$ cat src/pkg/cmpirq_params.svh
// Register offsets, field positions, reset values and timing for the comparator control block
`ifndef CMPIRQ_PARAMS_SVH
`define CMPIRQ_PARAMS_SVH

// =====================================
// Register map (printed offsets are word indices, bus address is four times)
`define CMPIRQ_IDX_CSA 8'h08
`define CMPIRQ_IDX_CSB 8'h09
`define CMPIRQ_IDX_IMASK 8'h0A
`define CMPIRQ_IDX_ISTAT 8'h0B
`define CMPIRQ_IDX_EXT 8'h0C

// =====================================
// Register A fields
`define CMPIRQ_A_OFF 7
`define CMPIRQ_A_BG 6
`define CMPIRQ_A_RES 5
`define CMPIRQ_A_FLAG 4
`define CMPIRQ_A_IE 3
`define CMPIRQ_A_MUXEN 2
`define CMPIRQ_A_MODE_HI 1
`define CMPIRQ_A_MODE_LO 0

// =====================================
// Register B fields
`define CMPIRQ_B_HYS 7
`define CMPIRQ_B_HYSTERESIS_LEVEL 6
`define CMPIRQ_B_PAIR_HI 2
`define CMPIRQ_B_PAIR_LO 0
`define CMPIRQ_B_WMASK 8'hC7

// =====================================
// Interrupt status bits
`define CMPIRQ_EV_EDGE 0
`define CMPIRQ_EV_RISE 1
`define CMPIRQ_EV_FALL 2
`define CMPIRQ_EV_W 3

// =====================================
// Reset values and timing
`define CMPIRQ_RST_A 8'h00
`define CMPIRQ_RST_B 8'h00
`define CMPIRQ_RST_EV 3'h0
`define CMPIRQ_SYNC_STAGES 2
`define CMPIRQ_CHAN_MAX 6'h0A
`define CMPIRQ_HYS_LOW_MV 20
`define CMPIRQ_HYS_HIGH_MV 50

`endif

$ cat src/pkg/cmpirq_pkg.sv
// Types shared by the comparator control block
package cmpirq_pkg;

    // =====================================
    // Interrupt event modes
    typedef enum logic [1:0] {
        CMPIRQ_MODE_TOGGLE,
        CMPIRQ_MODE_RSVD,
        CMPIRQ_MODE_FALL,
        CMPIRQ_MODE_RISE
    } cmpirq_mode_t;

    // =====================================
    // Pin identifiers for the analog input switches
    typedef enum logic [1:0] {
        CMPIRQ_PIN_ZERO,
        CMPIRQ_PIN_ONE,
        CMPIRQ_PIN_TWO,
        CMPIRQ_PIN_CONV
    } cmpirq_pin_t;

    // =====================================
    // Analog front-end steering
    typedef struct packed {
        logic power_off;
        logic bandgap_sel;
        cmpirq_pin_t pos_pin;
        cmpirq_pin_t neg_pin;
        logic [5:0] neg_conv_chan;
        logic hys_en;
        logic hys_level;
    } cmpirq_analog_t;

endpackage

$ cat src/core/cmpirq_top.sv
// Comparator control, result synchronizer, edge interrupt and Avalon-MM register slave
//
// The Avalon-MM register port was chosen for this implementation.
`timescale 1ns/10ps
`include "cmpirq_params.svh"

module cmpirq_top #(
    parameter int SYNC_STAGES = `CMPIRQ_SYNC_STAGES
) (
    // Clock and reset
    input wire logic MCLK,
    input wire logic RESET,
    // Avalon-MM slave
    input wire logic [7:0] AVS_ADDRESS,
    input wire logic AVS_READ,
    input wire logic AVS_WRITE,
    input wire logic [3:0] AVS_BYTEENABLE,
    input wire logic [31:0] AVS_WRITEDATA,
    output logic [31:0] AVS_READDATA,
    output logic AVS_WAITREQUEST,
    output logic [1:0] AVS_RESPONSE,
    // Analog comparator
    input wire logic COMPARATOR_RAW,
    output cmpirq_pkg::cmpirq_analog_t ANALOG_CTRL,
    // Converter context
    input wire logic CONVERTER_ENABLE,
    input wire logic [5:0] CONVERTER_CHANNEL_SELECT,
    // Processor interrupt
    input wire logic GLOBAL_IRQ_ENABLE,
    input wire logic IRQ_VECTOR_ACK,
    output logic COMPARATOR_IRQ,
    output logic SYS_IRQ
);

    // =====================================
    // Functions
    function automatic logic is_reg(input logic [7:0] addr, input logic [7:0] idx);
        is_reg = (addr == {idx[5:0], 2'b00});
    endfunction

    function automatic logic [7:0] low_byte(input logic [31:0] d, input logic [3:0] be,
                                            input logic [7:0] old);
        low_byte = be[0] ? d[7:0] : old;
    endfunction

    // =====================================
    // Declarations
    logic [7:0] ctl_a_ff;
    logic [7:0] ctl_b_ff;
    logic [`CMPIRQ_EV_W-1:0] imask_ff;
    logic [`CMPIRQ_EV_W-1:0] istat_ff;
    logic [SYNC_STAGES-1:0] sync_ff;
    logic result_prev_ff;
    logic flag_ff;
    logic ack_ff;
    logic [31:0] rdata_ff;
    logic result_sync;
    logic rise_ev;
    logic fall_ev;
    logic flag_ev;
    logic acc;
    logic wr_a;
    logic wr_b;
    logic wr_mask;
    logic rd_stat;
    logic mapped;
    logic [7:0] nxt_a;
    logic [7:0] nxt_b;
    logic [31:0] nxt_rdata;
    logic mux_active;
    cmpirq_pkg::cmpirq_mode_t mode;
    cmpirq_pkg::cmpirq_analog_t nxt_analog;

    // =====================================
    // Bus decode: one wait state, answer on second cycle
    assign acc = (AVS_READ | AVS_WRITE) & ~ack_ff;
    assign AVS_WAITREQUEST = (AVS_READ | AVS_WRITE) & ~ack_ff;
    assign mapped = is_reg(AVS_ADDRESS, `CMPIRQ_IDX_CSA) | is_reg(AVS_ADDRESS, `CMPIRQ_IDX_CSB)
        | is_reg(AVS_ADDRESS, `CMPIRQ_IDX_IMASK) | is_reg(AVS_ADDRESS, `CMPIRQ_IDX_ISTAT)
        | is_reg(AVS_ADDRESS, `CMPIRQ_IDX_EXT);
    assign wr_a = acc & AVS_WRITE & is_reg(AVS_ADDRESS, `CMPIRQ_IDX_CSA);
    assign wr_b = acc & AVS_WRITE & is_reg(AVS_ADDRESS, `CMPIRQ_IDX_CSB);
    assign wr_mask = acc & AVS_WRITE & is_reg(AVS_ADDRESS, `CMPIRQ_IDX_IMASK);
    assign rd_stat = acc & AVS_READ & is_reg(AVS_ADDRESS, `CMPIRQ_IDX_ISTAT);

    always_ff @(posedge MCLK) begin
        if (RESET) begin
            ack_ff <= 1'b0;
        end else begin
            ack_ff <= acc;
        end
    end

    always_ff @(posedge MCLK) begin
        if (RESET) begin
            AVS_RESPONSE <= 2'h0;
        end else if (acc) begin
            AVS_RESPONSE <= mapped ? 2'h0 : 2'h3;
        end
    end

    // =====================================
    // Result synchronizer
    always_ff @(posedge MCLK) begin
        if (RESET) begin
            sync_ff <= '0;
        end else begin
            sync_ff <= {sync_ff[SYNC_STAGES-2:0], COMPARATOR_RAW};
        end
    end

    assign result_sync = sync_ff[SYNC_STAGES-1];

    always_ff @(posedge MCLK) begin
        if (RESET) begin
            result_prev_ff <= 1'b0;
        end else begin
            result_prev_ff <= result_sync;
        end
    end

    // =====================================
    // Edge selection
    assign rise_ev = result_sync & ~result_prev_ff;
    assign fall_ev = ~result_sync & result_prev_ff;
    assign mode = cmpirq_pkg::cmpirq_mode_t'(ctl_a_ff[`CMPIRQ_A_MODE_HI:`CMPIRQ_A_MODE_LO]);

    always_comb begin
        case (mode)
            cmpirq_pkg::CMPIRQ_MODE_TOGGLE: flag_ev = rise_ev | fall_ev;
            cmpirq_pkg::CMPIRQ_MODE_FALL: flag_ev = fall_ev;
            cmpirq_pkg::CMPIRQ_MODE_RISE: flag_ev = rise_ev;
            default: flag_ev = 1'b0;
        endcase
    end

    // =====================================
    // Comparator interrupt flag, set wins over clear
    always_ff @(posedge MCLK) begin
        if (RESET) begin
            flag_ff <= 1'b0;
        end else if (flag_ev) begin
            flag_ff <= 1'b1;
        end else if (IRQ_VECTOR_ACK) begin
            flag_ff <= 1'b0;
        end else if (wr_a & AVS_BYTEENABLE[0] & AVS_WRITEDATA[`CMPIRQ_A_FLAG]) begin
            flag_ff <= 1'b0;
        end
    end

    assign COMPARATOR_IRQ = flag_ff & ctl_a_ff[`CMPIRQ_A_IE] & GLOBAL_IRQ_ENABLE;

    // =====================================
    // Control register A
    always_comb begin
        nxt_a = low_byte(AVS_WRITEDATA, AVS_BYTEENABLE, ctl_a_ff);
        nxt_a[`CMPIRQ_A_RES] = 1'b0;
        nxt_a[`CMPIRQ_A_FLAG] = 1'b0;
    end

    always_ff @(posedge MCLK) begin
        if (RESET) begin
            ctl_a_ff <= `CMPIRQ_RST_A;
        end else if (wr_a) begin
            ctl_a_ff <= nxt_a;
        end
    end

    // =====================================
    // Control register B
    always_comb begin
        nxt_b = low_byte(AVS_WRITEDATA, AVS_BYTEENABLE, ctl_b_ff) & `CMPIRQ_B_WMASK;
    end

    always_ff @(posedge MCLK) begin
        if (RESET) begin
            ctl_b_ff <= `CMPIRQ_RST_B;
        end else if (wr_b) begin
            ctl_b_ff <= nxt_b;
        end
    end

    // =====================================
    // System interrupt: sticky events, mask, clear on read
    always_ff @(posedge MCLK) begin
        if (RESET) begin
            imask_ff <= `CMPIRQ_RST_EV;
        end else if (wr_mask & AVS_BYTEENABLE[0]) begin
            imask_ff <= AVS_WRITEDATA[`CMPIRQ_EV_W-1:0];
        end
    end

    always_ff @(posedge MCLK) begin
        if (RESET) begin
            istat_ff <= `CMPIRQ_RST_EV;
        end else begin
            istat_ff <= (rd_stat ? `CMPIRQ_RST_EV : istat_ff)
                | {fall_ev, rise_ev, flag_ev};
        end
    end

    assign SYS_IRQ = |(istat_ff & imask_ff);

    // =====================================
    // Read data
    always_comb begin
        nxt_rdata = 32'h0000_0000;
        if (is_reg(AVS_ADDRESS, `CMPIRQ_IDX_CSA)) begin
            nxt_rdata[7:0] = ctl_a_ff;
            nxt_rdata[`CMPIRQ_A_RES] = result_sync;
            nxt_rdata[`CMPIRQ_A_FLAG] = flag_ff;
        end else if (is_reg(AVS_ADDRESS, `CMPIRQ_IDX_CSB)) begin
            nxt_rdata[7:0] = ctl_b_ff;
        end else if (is_reg(AVS_ADDRESS, `CMPIRQ_IDX_IMASK)) begin
            nxt_rdata[`CMPIRQ_EV_W-1:0] = imask_ff;
        end else if (is_reg(AVS_ADDRESS, `CMPIRQ_IDX_ISTAT)) begin
            nxt_rdata[`CMPIRQ_EV_W-1:0] = istat_ff;
        end else if (is_reg(AVS_ADDRESS, `CMPIRQ_IDX_EXT)) begin
            nxt_rdata[0] = CONVERTER_ENABLE;
            nxt_rdata[13:8] = CONVERTER_CHANNEL_SELECT;
        end
    end

    always_ff @(posedge MCLK) begin
        if (RESET) begin
            rdata_ff <= 32'h0000_0000;
        end else if (acc & AVS_READ) begin
            rdata_ff <= nxt_rdata;
        end
    end

    assign AVS_READDATA = rdata_ff;

    // =====================================
    // Analog input steering
    assign mux_active = ctl_a_ff[`CMPIRQ_A_MUXEN] & ~CONVERTER_ENABLE
        & (CONVERTER_CHANNEL_SELECT <= `CMPIRQ_CHAN_MAX);

    always_comb begin
        nxt_analog = '0;
        nxt_analog.power_off = ctl_a_ff[`CMPIRQ_A_OFF];
        nxt_analog.bandgap_sel = ctl_a_ff[`CMPIRQ_A_BG];
        nxt_analog.hys_en = ctl_b_ff[`CMPIRQ_B_HYS];
        nxt_analog.hys_level = ctl_b_ff[`CMPIRQ_B_HYSTERESIS_LEVEL];
        if (mux_active) begin
            nxt_analog.neg_pin = cmpirq_pkg::CMPIRQ_PIN_CONV;
            nxt_analog.neg_conv_chan = CONVERTER_CHANNEL_SELECT;
            case (ctl_b_ff[`CMPIRQ_B_PAIR_HI:`CMPIRQ_B_PAIR_LO])
                3'h0: nxt_analog.pos_pin = cmpirq_pkg::CMPIRQ_PIN_ZERO;
                3'h2, 3'h3: nxt_analog.pos_pin = cmpirq_pkg::CMPIRQ_PIN_ONE;
                3'h4, 3'h5, 3'h6, 3'h7: nxt_analog.pos_pin = cmpirq_pkg::CMPIRQ_PIN_TWO;
                default: nxt_analog.pos_pin = cmpirq_pkg::CMPIRQ_PIN_ZERO;
            endcase
        end else begin
            case (ctl_b_ff[`CMPIRQ_B_PAIR_HI:`CMPIRQ_B_PAIR_LO])
                3'h0: begin
                    nxt_analog.pos_pin = cmpirq_pkg::CMPIRQ_PIN_ZERO;
                    nxt_analog.neg_pin = cmpirq_pkg::CMPIRQ_PIN_ONE;
                end
                3'h1: begin
                    nxt_analog.pos_pin = cmpirq_pkg::CMPIRQ_PIN_ZERO;
                    nxt_analog.neg_pin = cmpirq_pkg::CMPIRQ_PIN_TWO;
                end
                3'h2: begin
                    nxt_analog.pos_pin = cmpirq_pkg::CMPIRQ_PIN_ONE;
                    nxt_analog.neg_pin = cmpirq_pkg::CMPIRQ_PIN_ZERO;
                end
                3'h3: begin
                    nxt_analog.pos_pin = cmpirq_pkg::CMPIRQ_PIN_ONE;
                    nxt_analog.neg_pin = cmpirq_pkg::CMPIRQ_PIN_TWO;
                end
                3'h4: begin
                    nxt_analog.pos_pin = cmpirq_pkg::CMPIRQ_PIN_TWO;
                    nxt_analog.neg_pin = cmpirq_pkg::CMPIRQ_PIN_ZERO;
                end
                default: begin
                    nxt_analog.pos_pin = cmpirq_pkg::CMPIRQ_PIN_TWO;
                    nxt_analog.neg_pin = cmpirq_pkg::CMPIRQ_PIN_ONE;
                end
            endcase
        end
    end

    // Analog steering from flip-flops
    always_ff @(posedge MCLK) begin
        if (RESET) begin
            ANALOG_CTRL <= '0;
        end else begin
            ANALOG_CTRL <= nxt_analog;
        end
    end

endmodule

$ cat config.mk
export PLATFORM = sky130hd
export DESIGN_NAME = cmpirq_top
export DESIGN_NICKNAME = d
export VERILOG_FILES = /design/src/pkg/cmpirq_pkg.sv /design/src/core/cmpirq_top.sv
export VERILOG_INCLUDE_DIRS = /design/src /design/src/pkg
export SDC_FILE = /design/constraint.sdc
export NUM_CORES = 1
export LEC_CHECK = 0
export BUFFER_PORTS_ARGS = -buffer_cell sky130_fd_sc_hd__buf_4
export CORE_UTILIZATION = 40
export DETAILED_ROUTE_END_ITERATION = 7
export MAX_ROUTING_LAYER = met4
export PLACE_DENSITY = 0.79
export SETUP_SLACK_MARGIN = 0.1
export SLEW_MARGIN = 20
export SYNTH_ARGS = -nofsm -noshare
export SYNTH_HDL_FRONTEND = slang
export SYNTH_SLANG_ARGS = --single-unit
$ cat constraint.sdc
create_clock -name MCLK -period 1.85 [get_ports MCLK]
set_input_delay 0.37 -clock MCLK [delete_from_list [all_inputs] [get_ports MCLK]]
set_output_delay 0.37 -clock MCLK [all_outputs]
set_load 0.005 [all_outputs]
# After elaboration in Yosys (flattened, before gate mapping)

Index checks and enable logic that the tools add are counted.

Order comparisons: 1
Eq/ne operators: 14
Multiplexer cells: 21
Bitwise logic cells: 29
Reduce and logical (&&, ||, !) cells: 9

Operators with widths:

| operator             | count |
|---|---|
| $eq A8 B6 Y1 const B | 5 |
| $mux W6              | 5 |
| $pmux W4 S5          | 1 |
| $and A1 B1 Y1        | 16 |
| $eq A3 B3 Y1 const B | 4 |
| $mux W3              | 3 |
| $mux W8              | 1 |
| $eq A3 B2 Y1 const B | 2 |
| $le A6 B4 Y1 const B | 1 |
| $or A1 B1 Y1         | 6 |
| $mux W1              | 5 |
| $mux W5              | 1 |
| $not A1 Y1           | 5 |
| $eq A2 B2 Y1 const B | 2 |
| $mux W2              | 2 |
| $mux W4              | 1 |
| $pmux W2 S2          | 1 |
| $reduce_and A2 Y1    | 2 |
| $reduce_or A2 Y1     | 2 |
| $reduce_or A4 Y1     | 1 |
| $and A3 B3 Y3        | 1 |
| $eq A3 B1 Y1 const B | 1 |
| $logic_not A3 Y1     | 1 |
| $or A3 B3 Y3         | 1 |
| 4 further kinds      | 4 |

Register bits: 52
Input bits: 58
Logic and storage cells: 91

# Depth between registers and ports, before layout

Depth in word-level cells: 9
Mapped depth: 6
Depth with buffers taken out: 6

# Least setup slack after synthesis

No wires, ideal clock.

Kind: input to register
From: input port AVS_ADDRESS[6]
To: register flag_ff
Setup time: 0.124 ns
Data arrival time: 1.313 ns
Slack: 0.412 ns
Stages: 4
Path buffers: 0
Cells stage by stage: nor4b_4 nand4_2 o21ai_0 a21oi_1

Cells in the longest elaborated chain, start to end: 5

RTL lines:

| item                                | RTL line          | RTL |
|---|---|---|
| from (decl)                         | cmpirq_top.sv:14  | `input wire logic [7:0] AVS_ADDRESS,` |
| $eq A8 B6 Y1                        | cmpirq_top.sv:38  | `is_reg = (addr == {idx[5:0], 2'b00});` |
| $and A1 B1 Y1                       | cmpirq_top.sv:81  | `` assign wr_a = acc & AVS_WRITE & is_reg(AVS_ADDRESS, `CMPIRQ_IDX_CSA); `` |
| $and A1 B1 Y1 (2 in a row)          | cmpirq_top.sv:146 | `` end else if (wr_a & AVS_BYTEENABLE[0] & AVS_WRITEDATA[`CMPIRQ_A_FLAG]) begin `` |
| $reduce_bool A3 Y1 (no source line) | n/a               |  |
| to (signal assigned)                | cmpirq_top.sv:143 | `flag_ff <= 1'b1;` |
| to (signal assigned)                | cmpirq_top.sv:145 | `flag_ff <= 1'b0;` |
| to (signal assigned)                | cmpirq_top.sv:147 | `flag_ff <= 1'b0;` |
| to (decl)                           | cmpirq_top.sv:54  | `logic flag_ff;` |

No other way between the ends.
A chain may end at the register's enable or synchronous reset.

# Final worst setup path

From: register istat_ff[2]
To: output port SYS_IRQ

Cells in the longest elaborated chain, start to end: 2

RTL lines:

| item                   | RTL line          | RTL |
|---|---|---|
| from (decl)            | cmpirq_top.sv:51  | `` logic [`CMPIRQ_EV_W-1:0] istat_ff; `` |
| from (signal assigned) | cmpirq_top.sv:195 | `` istat_ff <= `CMPIRQ_RST_EV; `` |
| from (signal assigned) | cmpirq_top.sv:197 | `` istat_ff <= (rd_stat ? `CMPIRQ_RST_EV : istat_ff) `` |
| $and A3 B3 Y3          | cmpirq_top.sv:202 | `assign SYS_IRQ = \|(istat_ff & imask_ff);` |
| $reduce_or A3 Y1       | cmpirq_top.sv:202 |  |
| to (decl)              | cmpirq_top.sv:32  | `output logic SYS_IRQ` |

No other way between the ends.

==> flow_summary.json <==
{
  "ios": 109,
  "cts_tree": "done",
  "setup_ws_ns": 0.2084,
  "worstPathRequired_ns": 1.48,
  "first_iter_violations": 77,
  "grt_max_degree": 45,
  "period_share": 0.8873,
  "postCtsResizedCells": 0,
  "whs_ns": 0.2930,
  "grt_first_pass_wirelength_mm": 6.989,
  "worstSetupPathType": "reg -> out",
  "remaining_drc_errors": 0,
  "syn_avg_cell_area_sq_um": 9.879,
  "placement.io_buffers": 62,
  "initial_core_util": 0.4221,
  "yosysSeqAreaShare": 0.4676,
  "gr-total-overflow": 0,
  "cts_hold_buf": 0,
  "die_h_um": 75.88,
  "peakVddDrop_uv": 445.2,
  "cp_cell_sequence": "a222oi_1 > inv_1 > buf_4",
  "grt_setup_unrepaired": "false",
  "finalMaxSlewViolations": 0,
  "hpwl_mm": 3.341,
  "diodes": 0,
  "layout_common_cells": "67 x buf_4, 51 x dfxtp_1, 36 x nor2_1",
  "drv_cap": 0,
  "num-nets-final": 345,
  "worst-path-buf-inv": 2,
  "synth-simple-area-share": 0.2172,
  "area_growth_pct": 25.44,
  "via_per_inst": 4.885,
  "critPathMaxStageDelay_ns": 0.42,
  "tightestPinTransition_ns": 0.6324,
  "die_x_um": 75.88,
  "numCtsBuffers": 5,
  "antenna_found_initial": 0,
  "worst_setup_path_end_kind": "output pin",
  "leakagePower_nw": 1.305,
  "synthesis.area_sq_mm": 0.002183,
  "clkLatencyLatePin_ns": 0.29,
  "first_pass_iters": 4,
  "wirelength_mm": 4.500,
  "period_needed_ns": 1.642,
  "post_cts_buffers": 0,
  "finalSetupViolCount": 0,
  "place.gp.congestion": 0.7554,
  "synth_top_family_by_area": "simple AND/OR/NAND/NOR gates",
  "wl_per_cell_um": 12.68,
  "synth-edff-count": 0,
  "cp-start-kind": "flop",
  "fin_area_sq_mm": 0.002739,
  "yosysTopAreaCellShare": 0.4676,
  "ff2ff_setup_slack_ns": 0.38,
  "synth.area.top_cells": "dfxtp_1 47%, mux2i_1 7.8%, buf_4 6.5%",
  "placed_area_sq_mm": 0.002633,
  "synth_compound_area_frac": 0.09341,
  "tns_ns": 0,
  "layout-drive-gt1-share": 0.2912,
  "synth_cells": 221,
  "synth_warnings": 0,
  "grt_pass1_vias": 1538,
  "synth-xor-area-share": 0.004011,
  "rows": 26,
  "outcome": "complete, no violations",
  "worst_hold_path_type": "in -> reg",
  "ys_seq_elements": 51,
  "ant_nets": 0,
  "htree_levels": 2,
  "die-area_sq_mm": 0.005758,
  "synth_mux_area_frac": 0.09857,
  "crit_family": "compound AO/OA/AOI/OAI gates",
  "slowest_stage": "a222oi_1",
  "skew_ns": 0.008436,
  "arrival_ns": 1.27,
  "p_per_area_mw_per_mm2": 745.9,
  "grt_util_all_layers": 0.1656,
  "hold_violations": 0,
  "ys_async_sr_fraction": 0,
  "synthFlopType": "dfxtp_1",
  "slew_headroom": 0.5784,
  "vias": 1734,
  "synth_fa_ha_area_frac": 0.01146,
  "clock_sinks": 51,
  "clockRootBuffer": "clkbuf_8",
  "pre_cts_slack_ns": 0.1646,
  "final_common_cell": "buf_4",
  "cp_max_fo": 3,
  "path_clk_slew_ns": 0.09,
  "core_sq_mm": 0.005172,
  "synth_top_area_cell": "dfxtp_1",
  "ys_types": 43,
  "cts_buffer_depth": 2,
  "max_freq_mhz": 609.2
}
[cells by family (layout without fill, tap and decap cells)]
family,Yosys count,count (layout)
AOI/OAI and AO/OA,29,29
adders and majority gates,2,2
muxes,19,19
other,1,20
and+or+nand+nor,84,84
DFF,51,51
buffers and inverters,34,79
xor gates and xnor gates,1,1
[power by group]
group / switching [W] / leakage, nW / total, W / internal [W]
registers: 0.00000961 / 0.413 / 0.00112 / 0.00111
logic: 0.0000921 / 0.841 / 0.000174 / 0.0000822
clock network: 0.000352 / 0.0502 / 0.000747 / 0.000396
total: 0.000453 / 1.30 / 0.00204 / 0.00159
[stage by stage]
stage | util | total power (W) | std cells
2_1_floorplan | - | 0.001263 | 240
3_3_place_gp | 0.5090 | 0.001316 | 348
3_5_place_dp | 0.5090 | 0.001320 | 348
4_1_cts | 0.5295 | 0.002058 | 355
5_1_grt | 0.5295 | 0.002133 | 355
6_report | 0.5295 | 0.002043 | 355
[cell type report]
| class | count | area (sq um) |
|---|---|---|
| Clock buffer | 5 | 68.82 |
| Clock inverter | 2 | 37.54 |
| Fill cell | 483 | 2434 |
| Inverter | 5 | 18.77 |
| Multi-Input combinational cell | 155 | 1002 |
| Sequential cell | 51 | 1021 |
| Tap cell | 70 | 87.58 |
| Timing Repair Buffer | 67 | 503.0 |
[cell usage after synthesis, drive strengths merged, types with 2 or more instances]
library cell,n
nor4b,2
clkbuf,7
mux2i,17
nand2,6
and2,6
nand3,4
mux4,2
nand2b,2
nor2,36
inv,5
nor3,5
nor2b,13
dfxtp,51
a21o,2
a21oi,8
nand4,4
buf,22
ha,2
o21ai,2
a22oi,8
[final timing paths]
check	startpoint	end	depth (start not counted)
hold / removal	CONVERTER_CHANNEL_SELECT[3]	ANALOG_CTRL[5]$_SDFF_PP0_	2
setup reg to reg	ack_ff$_SDFF_PP0_	AVS_READDATA[7]$_SDFFE_PP0N_	4
hold reg to reg	sync_ff[0]$_SDFF_PP0_	sync_ff[1]$_SDFF_PP0_	1
setup / recovery	istat_ff[2]$_SDFF_PP0_	SYS_IRQ	3
[registers in the layout, indices dropped and copies added, names as in the netlist]
signal,flops
result_prev_ff,1
AVS_RESPONSE,1
imask_ff,3
ctl_a_ff,6
flag_ff,1
ANALOG_CTRL,14
ctl_b_ff,5
ack_ff,1
istat_ff,3
AVS_READDATA,14
sync_ff,2
[metal layers]
layer,global-route usage,wire length (um),vias up,part of all wire
met5,-,0,-,0
li1,-,-,847,-
met3,0.04762,314,7,0.070
met1,0.2137,2042,810,0.45
met2,0.2576,2097,70,0.47
met4,0.03498,45,0,0.010
(Power assumes the default switching activity.)
